===== src/lamp_pkg.sv =====
// constants, types and register map of the status lamp decoder
package lamp_pkg;
  // ----------------------------------------
  // register map (byte addresses)
  // ----------------------------------------
  localparam logic [7:0] CTRL_OFS = 8'h00;
  localparam logic [7:0] STATUS_OFS = 8'h04;
  localparam logic [7:0] INPUTS_OFS = 8'h08;
  localparam int CTRL_EN_BIT = 0;
  localparam logic CTRL_EN_RST = 1'b1;
  localparam int ST_FLASH_BIT = 3;
  localparam int ST_PHASE_BIT = 4;
  // ----------------------------------------
  // default bit positions in the dedicated output word
  // ----------------------------------------
  localparam int RUN_POS = 0;
  localparam int SERVO_POS = 1;
  localparam int HIGH_POS = 6;
  localparam int STD_POS = 7;
  localparam int LOW_POS = 8;
  localparam int OUT_W = 16;
  // ----------------------------------------
  // timing
  // ----------------------------------------
  localparam int CLK_NS = 4;
  localparam int FLASH_HALF_NS = 500000000;
  localparam int FLASH_HALF_CYC = FLASH_HALF_NS / CLK_NS;
  // ----------------------------------------
  // types
  // ----------------------------------------
  typedef enum logic [2:0] {
    C_OFF = 3'b000,
    C_RED = 3'b001,
    C_YELLOW = 3'b010,
    C_LBLUE = 3'b011,
    C_WHITE = 3'b100,
    C_GREEN = 3'b101,
    C_BLUE = 3'b110
  } colour_t;
  typedef struct packed {
    logic low_error_flag;
    logic high_error_flag;
    logic warning_error_flag;
    logic controller_up_flag;
    logic hand_guiding_flag;
    logic safety_ok_flag;
  } flags_t;
  typedef struct packed {
    colour_t colour;
    logic flash;
  } sel_t;
  typedef struct packed {
    logic red;
    logic yellow;
    logic light_blue;
    logic white;
    logic green;
    logic blue;
  } lamp_t;
endpackage : lamp_pkg


===== src/status_lamp_priority_decoder.sv =====
// status lamp priority decoder with ahb-lite register slave
//
// Operation
// first matching colour wins, fixed priority
// low error gives steady red
// high error gives flashing red
// warning with low or standard gives steady yellow
// warning with high speed gives flashing yellow
// warning with no speed bit flashes yellow
// controller up, servo off: steady light blue
// controller not up: flashing light blue
// high speed and running: flashing white
// low speed and running: steady green
// low speed and hand guiding: steady green
// standard, running or guiding: flashing green
// low/standard, idle, no guiding: steady blue
// high speed, idle, no guiding: flashing blue
// under warning, unsafe or servo off forces flashing yellow
// one shared divider sets the flash phase
// no match or reset drives lamp off
`timescale 1ns/1ps
module status_lamp_priority_decoder #(
  parameter int FLASH_HALF = lamp_pkg::FLASH_HALF_CYC,
  parameter int RUN_BIT = lamp_pkg::RUN_POS,
  parameter int SERVO_BIT = lamp_pkg::SERVO_POS,
  parameter int HIGH_BIT = lamp_pkg::HIGH_POS,
  parameter int STD_BIT = lamp_pkg::STD_POS,
  parameter int LOW_BIT = lamp_pkg::LOW_POS
) (
  // clock and reset
  input wire logic hclk,
  input wire logic hresetn,
  // ahb-lite slave
  input wire logic hsel,
  input wire logic [31:0] haddr,
  input wire logic [1:0] htrans,
  input wire logic hwrite,
  input wire logic [2:0] hsize,
  input wire logic [31:0] hwdata,
  input wire logic hready,
  output logic hreadyout,
  output logic hresp,
  output logic [31:0] hrdata,
  // controller dedicated outputs (asynchronous pins)
  input wire lamp_pkg::flags_t ctl_flags,
  input wire logic [lamp_pkg::OUT_W-1:0] ctl_out_bits,
  // indicator lamp
  output lamp_pkg::lamp_t lamp
);
  import lamp_pkg::*;

  // ----------------------------------------
  // parameter checks
  // ----------------------------------------
  generate
    if (FLASH_HALF < 1 || FLASH_HALF > 32'h7fff_ffff)
    begin : g_bad_flash
      $error("flash half period out of range");
    end
    if (RUN_BIT >= OUT_W || SERVO_BIT >= OUT_W || HIGH_BIT >= OUT_W ||
        STD_BIT >= OUT_W || LOW_BIT >= OUT_W)
    begin : g_bad_pos
      $error("bit position beyond dedicated output word");
    end
    if (RUN_BIT < 0 || SERVO_BIT < 0 || HIGH_BIT < 0 || STD_BIT < 0 || LOW_BIT < 0)
    begin : g_neg_pos
      $error("bit position below zero");
    end
    // shared speed bits would let two colour rows match the same input
    if (HIGH_BIT == STD_BIT || HIGH_BIT == LOW_BIT || STD_BIT == LOW_BIT)
    begin : g_same_speed
      $error("speed mode bits share a position");
    end
    if (RUN_BIT == SERVO_BIT)
    begin : g_same_state
      $error("run and servo bits share a position");
    end
    // the colour code sits below the flash bit in the status word
    if (ST_FLASH_BIT < $bits(colour_t) || ST_PHASE_BIT == ST_FLASH_BIT ||
        ST_PHASE_BIT > 31 || ST_FLASH_BIT > 31 || ST_PHASE_BIT < $bits(colour_t))
    begin : g_bad_status
      $error("status field positions overlap");
    end
    if ($bits(flags_t) + OUT_W > 32)
    begin : g_bad_inputs
      $error("inputs word wider than the bus");
    end
    if (CTRL_EN_BIT < 0 || CTRL_EN_BIT > 31)
    begin : g_bad_en
      $error("enable bit beyond the control word");
    end
    if (CTRL_OFS[1:0] != 2'b00 || STATUS_OFS[1:0] != 2'b00 || INPUTS_OFS[1:0] != 2'b00)
    begin : g_bad_ofs
      $error("register offsets not word aligned");
    end
  endgenerate

  // ----------------------------------------
  // input synchronisers
  // ----------------------------------------
  // decode reads only the second stage, never a possibly metastable first
  flags_t flags_m_r;
  flags_t flags_r;
  logic [OUT_W-1:0] bits_m_r;
  logic [OUT_W-1:0] bits_r;

  always_ff @(posedge hclk or negedge hresetn)
  begin
    if (!hresetn)
    begin
      flags_m_r <= '0;
      flags_r <= '0;
      bits_m_r <= '0;
      bits_r <= '0;
    end
    else
    begin
      flags_m_r <= ctl_flags;
      flags_r <= flags_m_r;
      bits_m_r <= ctl_out_bits;
      bits_r <= bits_m_r;
    end
  end

  // speed bits packed as low, standard, high
  logic [2:0] speed_mode_bits;
  logic run_flag;
  logic servo_power_flag;
  assign speed_mode_bits = {bits_r[LOW_BIT], bits_r[STD_BIT], bits_r[HIGH_BIT]};
  assign run_flag = bits_r[RUN_BIT];
  assign servo_power_flag = bits_r[SERVO_BIT];

  // ----------------------------------------
  // priority decode
  // ----------------------------------------
  // rows are tried top-down; the first row that matches sets colour and form
  function automatic sel_t decode(input flags_t f, input logic [2:0] sp,
                                  input logic run, input logic srv);
    sel_t s;
    logic lo;
    logic st;
    logic hi;
    logic act;
    s = '{colour: C_OFF, flash: 1'b0};
    lo = sp[2];
    st = sp[1];
    hi = sp[0];
    act = run | f.hand_guiding_flag;
    if (f.low_error_flag)
      s = '{colour: C_RED, flash: 1'b0};
    else if (f.high_error_flag)
      s = '{colour: C_RED, flash: 1'b1};
    else if (f.warning_error_flag)
    begin
      // steady only with low/standard speed and safe, powered servos
      s.colour = C_YELLOW;
      s.flash = !((lo | st) & f.safety_ok_flag & srv);
    end
    else if (f.controller_up_flag && !srv)
      s = '{colour: C_LBLUE, flash: 1'b0};
    else if (!f.controller_up_flag)
      s = '{colour: C_LBLUE, flash: 1'b1};
    else if (hi && run)
      s = '{colour: C_WHITE, flash: 1'b1};
    else if (lo && act)
      s = '{colour: C_GREEN, flash: 1'b0};
    else if (st && act)
      s = '{colour: C_GREEN, flash: 1'b1};
    else if ((lo || st) && !act)
      s = '{colour: C_BLUE, flash: 1'b0};
    else if (hi && !act)
      s = '{colour: C_BLUE, flash: 1'b1};
    return s;
  endfunction : decode

  sel_t sel_r;

  always_ff @(posedge hclk or negedge hresetn)
  begin
    if (!hresetn)
      sel_r <= '{colour: C_OFF, flash: 1'b0};
    else
      sel_r <= decode(flags_r, speed_mode_bits, run_flag, servo_power_flag);
  end

  // ----------------------------------------
  // flash divider
  // ----------------------------------------
  logic [31:0] flash_cnt_r;
  logic phase_r;
  logic flash_tick;
  localparam logic [31:0] HALF_LAST = 32'(FLASH_HALF - 1);

  // one-cycle enable at the end of each half period; phase starts dark
  assign flash_tick = (flash_cnt_r >= HALF_LAST);

  always_ff @(posedge hclk or negedge hresetn)
  begin
    if (!hresetn)
    begin
      flash_cnt_r <= '0;
      phase_r <= 1'b0;
    end
    else if (flash_tick)
    begin
      flash_cnt_r <= '0;
      phase_r <= !phase_r;
    end
    else
      flash_cnt_r <= flash_cnt_r + 32'h0000_0001;
  end

  // ----------------------------------------
  // register select
  // ----------------------------------------
  // one-hot select shared by the read mux and the write strobe:
  // [0] control, [1] status, [2] inputs, none for an unmapped offset
  function automatic logic [2:0] reg_decode(input logic [7:0] a);
    logic [2:0] hit;
    hit = 3'b000;
    unique case (a)
      CTRL_OFS: hit = 3'b001;
      STATUS_OFS: hit = 3'b010;
      INPUTS_OFS: hit = 3'b100;
      default: hit = 3'b000;
    endcase
    return hit;
  endfunction : reg_decode

  // ----------------------------------------
  // ahb-lite slave
  // ----------------------------------------
  logic en_r;
  logic wr_pend_r;
  logic [7:0] wr_addr_r;
  logic take;
  logic [31:0] rd_nxt;
  logic [31:0] status_word;
  logic [31:0] inputs_word;
  logic [2:0] rd_hit;
  logic [2:0] wr_hit;

  // zero wait states: every transfer is taken in its address phase
  // hsize and htrans[0] are not decoded; every transfer, burst or not, is served as a whole word
  assign take = hsel && hready && htrans[1];
  assign rd_hit = reg_decode(haddr[7:0]);
  assign wr_hit = reg_decode(wr_addr_r);

  // read words; fields sit at their package positions, spare bits read zero
  always_comb
  begin
    status_word = 32'h0000_0000;
    status_word[2:0] = sel_r.colour;
    status_word[ST_FLASH_BIT] = sel_r.flash;
    status_word[ST_PHASE_BIT] = phase_r;
    inputs_word = 32'h0000_0000;
    inputs_word[OUT_W-1:0] = bits_r;
    inputs_word[OUT_W+$bits(flags_t)-1:OUT_W] = flags_r;
  end

  always_comb
  begin
    rd_nxt = 32'h0000_0000;
    if (take && !hwrite)
    begin
      if (rd_hit[0])
        rd_nxt = {31'h0, en_r};
      else if (rd_hit[1])
        rd_nxt = status_word;
      else if (rd_hit[2])
        rd_nxt = inputs_word;
    end
  end

  always_ff @(posedge hclk or negedge hresetn)
  begin
    if (!hresetn)
    begin
      hrdata <= '0;
      hreadyout <= 1'b1;
      hresp <= 1'b0;
    end
    else
    begin
      hrdata <= rd_nxt;
      hreadyout <= 1'b1;
      hresp <= 1'b0;
    end
  end

  always_ff @(posedge hclk or negedge hresetn)
  begin
    if (!hresetn)
    begin
      wr_pend_r <= 1'b0;
      wr_addr_r <= '0;
    end
    else
    begin
      // a write lands at the end of its data phase, when hwdata stands
      wr_pend_r <= take && hwrite && (haddr[31:8] == 24'h0);
      wr_addr_r <= haddr[7:0];
    end
  end

  // control register: lamp enable
  always_ff @(posedge hclk or negedge hresetn)
  begin
    if (!hresetn)
      en_r <= CTRL_EN_RST;
    else if (wr_pend_r && wr_hit[0])
      en_r <= hwdata[CTRL_EN_BIT];
  end

  // ----------------------------------------
  // lamp drive
  // ----------------------------------------
  logic lit;
  lamp_t lamp_nxt;
  // flashing colours are dark while the shared phase is low
  assign lit = en_r && (!sel_r.flash || phase_r);

  always_comb
  begin
    lamp_nxt = '0;
    if (lit)
    begin
      unique case (sel_r.colour)
        C_RED: lamp_nxt.red = 1'b1;
        C_YELLOW: lamp_nxt.yellow = 1'b1;
        C_LBLUE: lamp_nxt.light_blue = 1'b1;
        C_WHITE: lamp_nxt.white = 1'b1;
        C_GREEN: lamp_nxt.green = 1'b1;
        C_BLUE: lamp_nxt.blue = 1'b1;
        default: lamp_nxt = '0;
      endcase
    end
  end

  // one more flop so the lamp pins come straight from a register
  always_ff @(posedge hclk or negedge hresetn)
  begin
    if (!hresetn)
      lamp <= '0;
    else
      lamp <= lamp_nxt;
  end
endmodule : status_lamp_priority_decoder


===== config.mk =====
export PLATFORM = sky130hd
export DESIGN_NAME = status_lamp_priority_decoder
export DESIGN_NICKNAME = d
export VERILOG_FILES = /design/src/lamp_pkg.sv /design/src/status_lamp_priority_decoder.sv
export SDC_FILE = /design/constraint.sdc
export NUM_CORES = 1
export LEC_CHECK = 0
export BUFFER_PORTS_ARGS = -buffer_cell sky130_fd_sc_hd__buf_2
export CAP_MARGIN = 25
export CORE_ASPECT_RATIO = 0.75
export CORE_UTILIZATION = 50
export CTS_CLUSTER_DIAMETER = 150
export DETAILED_ROUTE_END_ITERATION = 6
export GPL_TIMING_DRIVEN = 0
export PLACE_DENSITY = 0.75
export SYNTH_ARGS = -nofsm -noshare
export SYNTH_HDL_FRONTEND = slang
export SYNTH_SLANG_ARGS = --single-unit

===== constraint.sdc =====
create_clock -name hclk -period 2.35 [get_ports hclk]
set_clock_uncertainty 0.1 [all_clocks]
set_input_delay 0.235 -clock hclk [delete_from_list [all_inputs] [get_ports hclk]]
set_output_delay 0.235 -clock hclk [all_outputs]
set_load 0.03 [all_outputs]

# After elaboration in Yosys (flattened, before gate mapping)
# Cells that the tools add are included.
# totals
register_bits	129
input_bits	96
out_inout_bits	40
wordCells	92
# classes
addsub	1
n_lt_le_gt_ge	1
n_eq_ne	10
muxes	24
bitwise	4
reduce_logical	24
# ops
operator	count
2-to-1 mux 22 bit	4
2-to-1 mux 4 bit	10
adder 32 x 1 -> 32 bit, second input constant	1
>= comparator 32 x 27 -> 1 bit, second input constant	1
2-to-1 mux 32 bit	1
zero test 24 bit	1
equality test 8 x 3 -> 1 bit, second input constant	2
equality test 8 x 4 -> 1 bit, second input constant	2
zero test 8 bit	2
logical AND 1 bit	13
equality test 3 bit, second input constant	3
case mux 3 bit (3 select lines)	1
equality test 3 x 2 -> 1 bit, second input constant	2
zero test 1 bit	6
2-to-1 mux 1 bit	6
2-to-1 mux 6 bit	1
equality test 3 x 1 -> 1 bit, second input constant	1
case mux 1 bit (3 select lines)	1
bitwise AND 1 bit	2
logical OR 1 bit	2
OR 1 bit	2

# Longest topological paths before layout
# Gate-level depths: netlist of the first run.
# depth
ltp_word	13
depth_mapped	6
mapped_depth_nobuf	5

# Worst setup path before layout of the first run
# OpenSTA, ideal clock, no wires.
# synth_path
path_kind	reg-to-reg
start	register flash_cnt_r[0]
end	register flash_cnt_r[22]
setup_ps	94
t_arrival_ps	1928
t_required_ps	2156
slack_ps	227
path_stages_with_launch	7
path_buffers	1
period_less_slack_ps	2123
path_cell_list	dfrtp_1 ha_1 nand2_1 or4_1 buf_2 or3_1 a211oi_1
# synth_via
elab_chain_cells	2
elab_cells_between_ends	3
cone_classes	add/sub: 1; order compare: 1; mux: 1
# synth_rtl
item	line_no	text
from (decl)	status_lamp_priority_decoder.sv:189	logic [31:0] flash_cnt_r;
from (signal assigned)	status_lamp_priority_decoder.sv:210	flash_cnt_r <= flash_cnt_r + 32'h0000_0001;
adder 32 x 1 -> 32 bit or >= comparator 32 x 27 -> 1 bit (tied branches)	status_lamp_priority_decoder.sv:210, status_lamp_priority_decoder.sv:195	
2-to-1 mux 32 bit *	status_lamp_priority_decoder.sv:204	else if (flash_tick)
# Every way passes the cells marked *; elsewhere a longest branch is shown, timed or not.
# A chain may end at the register's enable or synchronous reset.

# Final worst setup path of the first run
# layout_path
start	register flash_cnt_r[0]
end	register flash_cnt_r[16]
# The elaborated chain is that of the path after synthesis.

==> impl_metrics.yaml, run 1 <==
status:
  status: "finished, violations left"
  violations: "DRC"
grt:
  antenna_found_initial: 0
  track_usage_pct: 23.72
  grt.overflow.total: 0
  grt_pass1_vias: 3443
  grt_start_max_net_pins: 68
  grt_pass1_wl_um: 16770
worst_setup_path:
  crit_type: "register to register"
  reg2reg_depth: 6
  worst_setup_path_start_kind: "register"
  r2r-start: "flash_cnt_r[0]"
  rrSetupSlack_ps: 80
  reg2reg_to: "flash_cnt_r[16]"
  arrival_ps: 2470
  critPathMaxFanout: 8
  cp_data_required_time_ps: 2550
  endpoint_kind: "register"
power_and_ir_drop:
  vdd_ir_drop_max_mv: 0.7702
  p_per_area_mw_per_mm2: 821.9
  leakagePower_nw: 2.893
sta:
  rsz0062_at_grt: "yes"
  worst_slack_ps: 82.86
  hold_viol_final: 0
  setup_violations: 0
  tightestPinTransition_ps: 828.5
  period_needed_ps: 2267
  period_share_pct: 96.47
  drv_slew: 0
  max_freq_ghz: 0.4411
  slew-limit-headroom_pct: 44.77
floorplan:
  ioPinCount: 136
  rows: 29
  fp.dieH_um: 84.31
  dieArea_sq_mm: 0.009422
  die_w_um: 111.8
  initial_core_util_pct: 52.52
  core_area_sq_mm: 0.008600
synth:
  yosys_register_bits: 119
  syn_area_sq_mm: 0.004517
  synth_edf_count: 0
  ys_top_cells_by_area: "dfrtp_1, and2_1, nor3_1"
  async_flop_share_pct: 100.0
  syn-mean-instance-area_sq_um: 12.44
  yosys_warnings: 0
  yosys.area.top_type_share_pct: 65.37
  ys.flop_type: "dfrtp_1"
  syn_inst: 363
  synth-seq-area-share_pct: 65.96
  yosysTopAreaCell: "dfrtp_1"
  synth_cell_types: 46
routing:
  wl_per_cell_um: 15.90
  dr_wl_met3_um: 680
  first_iter_violations: 252
  drt_pass1_iterations: 7
  drt_wl_total_um: 10350
  ant_nets: 0
  vias: 3415
  post-route-drc-count: 15
  via_per_inst: 5.246
  top_layer: "met4"
  wl_met2_um: 5120
  wl_met1_um: 4351
hold_path:
  worstHoldStart: "hwrite"
  whs_path_depth: 3
  min_to: "hrdata[2]"
  hold_path.class: "input port to register"
clocking:
  clkSinkCount: 119
  cts_tree: "built"
  cts_max_level: 4
  clock_latency_ps: 410
  cts_buffers: 17
  cts_max_path_buffers: 2
  root_buffer: "clkbuf_16"
  path_clk_slew_ps: 50
placement:
  gp_congestion: 0.8964
  dp_slack_ps: -243.5
  dp_hpwl_um: 6267
  port_buffers: 88
job:
  maxCapViolCount: 0
finish:
  layout_commonest_cell: "dfrtp_1"
  drive_gt1_share_pct: 30.76
  final_util_pct: 72.91
  nNetsFinal: 628
  final_cell_mix: "dfrtp_1, buf_2, dlygate4sd3_1"
  area_growth_syn_to_layout_pct: 38.81
  diodes: 0
==> cell usage after synthesis, drive strengths merged, types with 3 or more instances <==
cell type	count
a211oi	10
a21oi	7
a22oi	4
and2	19
and3	6
buf	20
clkbuf	3
dfrtp	118
inv	4
nand2	20
nand2b	3
nand3	13
nand4	11
nor2	11
nor2b	3
nor3	23
nor3b	4
nor4	11
o21ai	12
o31ai	4
or2	4
or3	14
or4	7
xnor2	6
xor2	8
==> per-stage QoR <==
stage | hold slack (ps) | TNS (ps) | instance area (sq um) | power (mW) | cells
3_3_place_gp | 232.7 | -41740 | 5149 | 2.377 | 574
5_1_grt | 218.9 | -121.6 | 6270 | 5.321 | 651
2_1_floorplan | -160.6 | 0 | 4573 | 2.267 | 378
3_5_place_dp | 235.5 | -2707 | 5179 | 2.393 | 575
6_report | 189.1 | 0 | 6270 | 5.153 | 651
4_1_cts | 152.9 | 0 | 6232 | 5.185 | 647
==> worst max path at each step <==
stage	start	to	slack, ps	cells past startpoint
after CTS	flash_cnt_r[0]	flash_cnt_r[18]	20	6
after floorplan	flash_cnt_r[0]	flash_cnt_r[22]	230	6
after detailed placement	haddr[0]	hrdata[11]	-240	6
after global placement	hresetn	wr_pend_r	-350	1
final	flash_cnt_r[0]	flash_cnt_r[16]	80	6
after global routing	flash_cnt_r[2]	flash_cnt_r[1]	-50	7
==> worst max-delay path, cell delays in order, from the launching register on <==
cell and delay, ps:
dfrtp_2 420, ha_4 190, nand2_1 160, or4_1 530
buf_2 180, or3_1 320, a211oi_1 270
==> layer usage <==
layer  vias to the layer above  track usage [%]
li1                       1613                -
met1                      1646            29.09
met2                       137            39.36
met3                        19            7.798
met4                         0            8.968
met5                         -                0
==> cell type report <==
class | instances | area [sq um]
plain buffers | 23 | 145.1
clock buffers | 20 | 466.7
multi-input cells | 232 | 1451
flip-flops and latches | 119 | 2982
well taps | 108 | 135.1
inverters | 4 | 15.01
repair buffers | 134 | 903.4
fillers | 555 | 2330
clock inverters | 11 | 171.4
==> state kept, by name, summed over array words and instances (netlist names) <==
register and count:
bits_m_r 16, flags_m_r 6, lamp 6, flash_cnt_r 32, bits_r 16, hrdata 22, phase_r 1, en_r 1
wr_addr_r 8, wr_pend_r 1, flags_r 6, sel_r 4
==> cells by family (layout without fill, tap and decap cells) <==
| kind of cell | Yosys count | after routing | share of synthesized area [%] |
|---|---|---|---|
| AND/OR/NAND/NOR | 156 | 156 | 20.47 |
| flip-flops | 119 | 119 | 65.96 |
| AO/OA/AOI/OAI | 43 | 43 | 6.621 |
| buffers and inverters | 27 | 192 | 3.545 |
| XOR/XNOR | 14 | 14 | 2.715 |
| other | 2 | 17 | 0.1663 |
| adder cells (fa/ha/maj) | 1 | 1 | 0.2770 |
| multiplexers | 1 | 1 | 0.2493 |
==> what timing repair did <==
item                                    CTS  global route
endpoints found under the hold margin    98             0
gates cloned                              0             0
setup buffers                             3             4
gates resized for setup                   2             3
hold buffers                             38             0
endpoints found under the setup margin   22            19
pin swaps                                 1             0
==> power by group <==
part           internal, mW  leakage [nW]  total, mW  switching, mW
logic                 0.125          1.08      0.257          0.132
registers              2.11          1.51       2.15         0.0383
clock network          1.85         0.297       2.74          0.891
Note: power is estimated with default switching activity, not from simulation.
==> inputs of run 2 (changes only) <==
--- a/config.mk
+++ b/config.mk
@@ -12,7 +12,7 @@
 export CTS_CLUSTER_DIAMETER = 150
 export DETAILED_ROUTE_END_ITERATION = 6
 export GPL_TIMING_DRIVEN = 0
-export PLACE_DENSITY = 0.75
+export PLACE_DENSITY = 0.78
 export SYNTH_ARGS = -nofsm -noshare
 export SYNTH_HDL_FRONTEND = slang
 export SYNTH_SLANG_ARGS = --single-unit
==> impl_metrics.yaml, run 2 (synthesized netlist as in run 1, its figures left out) <==
status:
  status: "finished, violations left"
  violations: "DRC"
routing:
  via_per_inst: 5.247
  ant_nets: 0
  vias: 3395
  drt_wl_total_um: 10040
  drt_pass1_iterations: 7
  wl_per_cell_um: 15.52
  first_iter_violations: 245
  post-route-drc-count: 15
floorplan:
  die_w_um: 111.8
  initial_core_util_pct: 52.52
  dieArea_sq_mm: 0.009422
  rows: 29
  core_area_sq_mm: 0.008600
  fp.dieH_um: 84.31
  ioPinCount: 136
finish:
  area_growth_syn_to_layout_pct: 38.03
  nNetsFinal: 623
  stdcell_count: 647
  final_cell_mix: "dfrtp_1, buf_2, dlygate4sd3_1"
  largest-register: "flash_cnt_r"
  reg_top3: "flash_cnt_r (32), hrdata (22)"
  final_util_pct: 72.50
  fin_area_sq_mm: 0.006235
  largest_reg_flops: 32
  drive_gt1_share_pct: 30.61
  fill_cells: 552
  diodes: 0
  layout_commonest_cell: "dfrtp_1"
sta:
  tightestPinTransition_ps: 689.6
  setup_violations: 0
  period_needed_ps: 2234
  rsz0062_at_grt: "no"
  period_share_pct: 95.06
  max_freq_ghz: 0.4476
  slew-limit-headroom_pct: 54.03
  worst_hold_slack_ps: 153.3
  drv_slew: 0
  hold_viol_final: 0
  worst_slack_ps: 116.1
placement:
  dpl_cell_area_sq_mm: 0.005179
  dp.cells: 575
  port_buffers: 88
  gp_congestion: 0.8503
  dp_slack_ps: -195.7
  dp_hpwl_um: 6163
grt:
  antenna_found_initial: 0
  grt_pass1_vias: 3428
  grt.overflow.total: 0
  grt_start_max_net_pins: 67
  grt_pass1_wl_um: 16640
  track_usage_pct: 23.18
power_and_ir_drop:
  vdd_ir_drop_max_mv: 0.7289
  power_frac_seq_pct: 42.0
  power.share.clock_pct: 53.0
  swShare_pct: 21.10
  internal_power_mw: 4.045
  combPwrFrac_pct: 5.0
  leakagePower_nw: 2.867
  p_per_area_mw_per_mm2: 822.4
  p_sw_mw: 1.082
hold_path:
  worstHoldStart: "haddr[7]"
  hold_path.class: "input port to register"
clocking:
  cts_buffers: 17
  cts_tree: "built"
  root_buffer: "clkbuf_16"
  clkSinkCount: 119
  cts_max_level: 4
  clock_latency_ps: 400
  cts_max_path_buffers: 2
  path_clk_slew_ps: 50
worst_setup_path:
  crit_type: "register to register"
  max_stage_delay_ps: 460
  crit_start: "flash_cnt_r[18]"
  path_cells: "or3_1 > or4_4 > nor4_4 > buf_4 > nor3_1"
  arrival_ps: 2390
  worst_setup_path_start_kind: "register"
  r2r-start: "flash_cnt_r[18]"
  cp_data_required_time_ps: 2510
  endpoint_kind: "register"
  slowest_stage: "dfrtp_1"
  critPathMaxFanout: 10
  crit_buf_inv: 1
  cp_top_family: "simple AND/OR/NAND/NOR gates"
job:
  maxCapViolCount: 0
==> run 2: cell types whose count changed in the layout (fill, tap and decap cells not counted), sizes merged <==
cell,previous run,this run
buf,116,111
clkbuf,23,21
clkinv,1,3
inv,5,6
==> run 2: cell type report <==
cell class / count / area [sq um] / share of cell area, %
flip-flops and latches: 119 / 2982 / 47.82
multi-input cells: 232 / 1454 / 23.32
repair buffers: 129 / 865.8 / 13.89
clock buffers: 18 / 439.2 / 7.044
clock inverters: 14 / 197.7 / 3.171
plain buffers: 23 / 146.4 / 2.348
well taps: 108 / 135.1 / 2.167
inverters: 4 / 15.01 / 0.2408
==> run 2: stage by stage <==
stage | TNS (ps) | power (mW)
4_1_cts | 0 | 5.164
6_report | 0 | 5.127
3_5_place_dp | -2448 | 2.390
2_1_floorplan | 0 | 2.267
5_1_grt | 0 | 5.300
3_3_place_gp | -39150 | 2.377
==> run 2: power by group through the flow <==
stage	clock (mW)	sequential [mW]	combinational, mW
2_1_floorplan	0	2.18	0.0885
3_3_place_gp	0	2.18	0.194
3_5_place_dp	0	2.19	0.205
4_1_cts	2.76	2.15	0.255
5_1_grt	2.86	2.16	0.281
6_report	2.72	2.15	0.256
==> run 2: layer usage <==
metal	global-route usage (%)	wire length, um
met5	0	0
met3	6.643	677
met1	28.58	4254
met2	39.07	5002
met4	8.722	106
==> run 2: final timing paths <==
| check | endpoint | slack (ps) | cells after the start |
|---|---|---|---|
| worst max-delay path | flash_cnt_r[14] | 120 | 5 |
| worst min register to register | bits_r[11] | 240 | 0 |
| worst max register to register | flash_cnt_r[14] | 120 | 5 |
| min in group asynchronous | bits_m_r[5] | 320 | 2 |
| worst min-delay path | hrdata[0] | 150 | 5 |
| max in group asynchronous | en_r | 1030 | 3 |
==> run 2: worst min-delay path: cells and delay by family <==
family / cells / cell delay, ps
AOI/OAI and AO/OA: 2 / 170
buffers and inverters: 1 / 90
and+or+nand+nor: 2 / 120
==> run 2: what timing repair did <==
| action | CTS | global route |
|---|---|---|
| resized for setup | 2 | 6 |
| pin swaps | 1 | 0 |
| setup buffers | 2 | 0 |
| endpoints found under the hold margin | 85 | 0 |
| endpoints found under the setup margin | 22 | 17 |
| hold buffers | 38 | 0 |
| gates cloned | 0 | 0 |
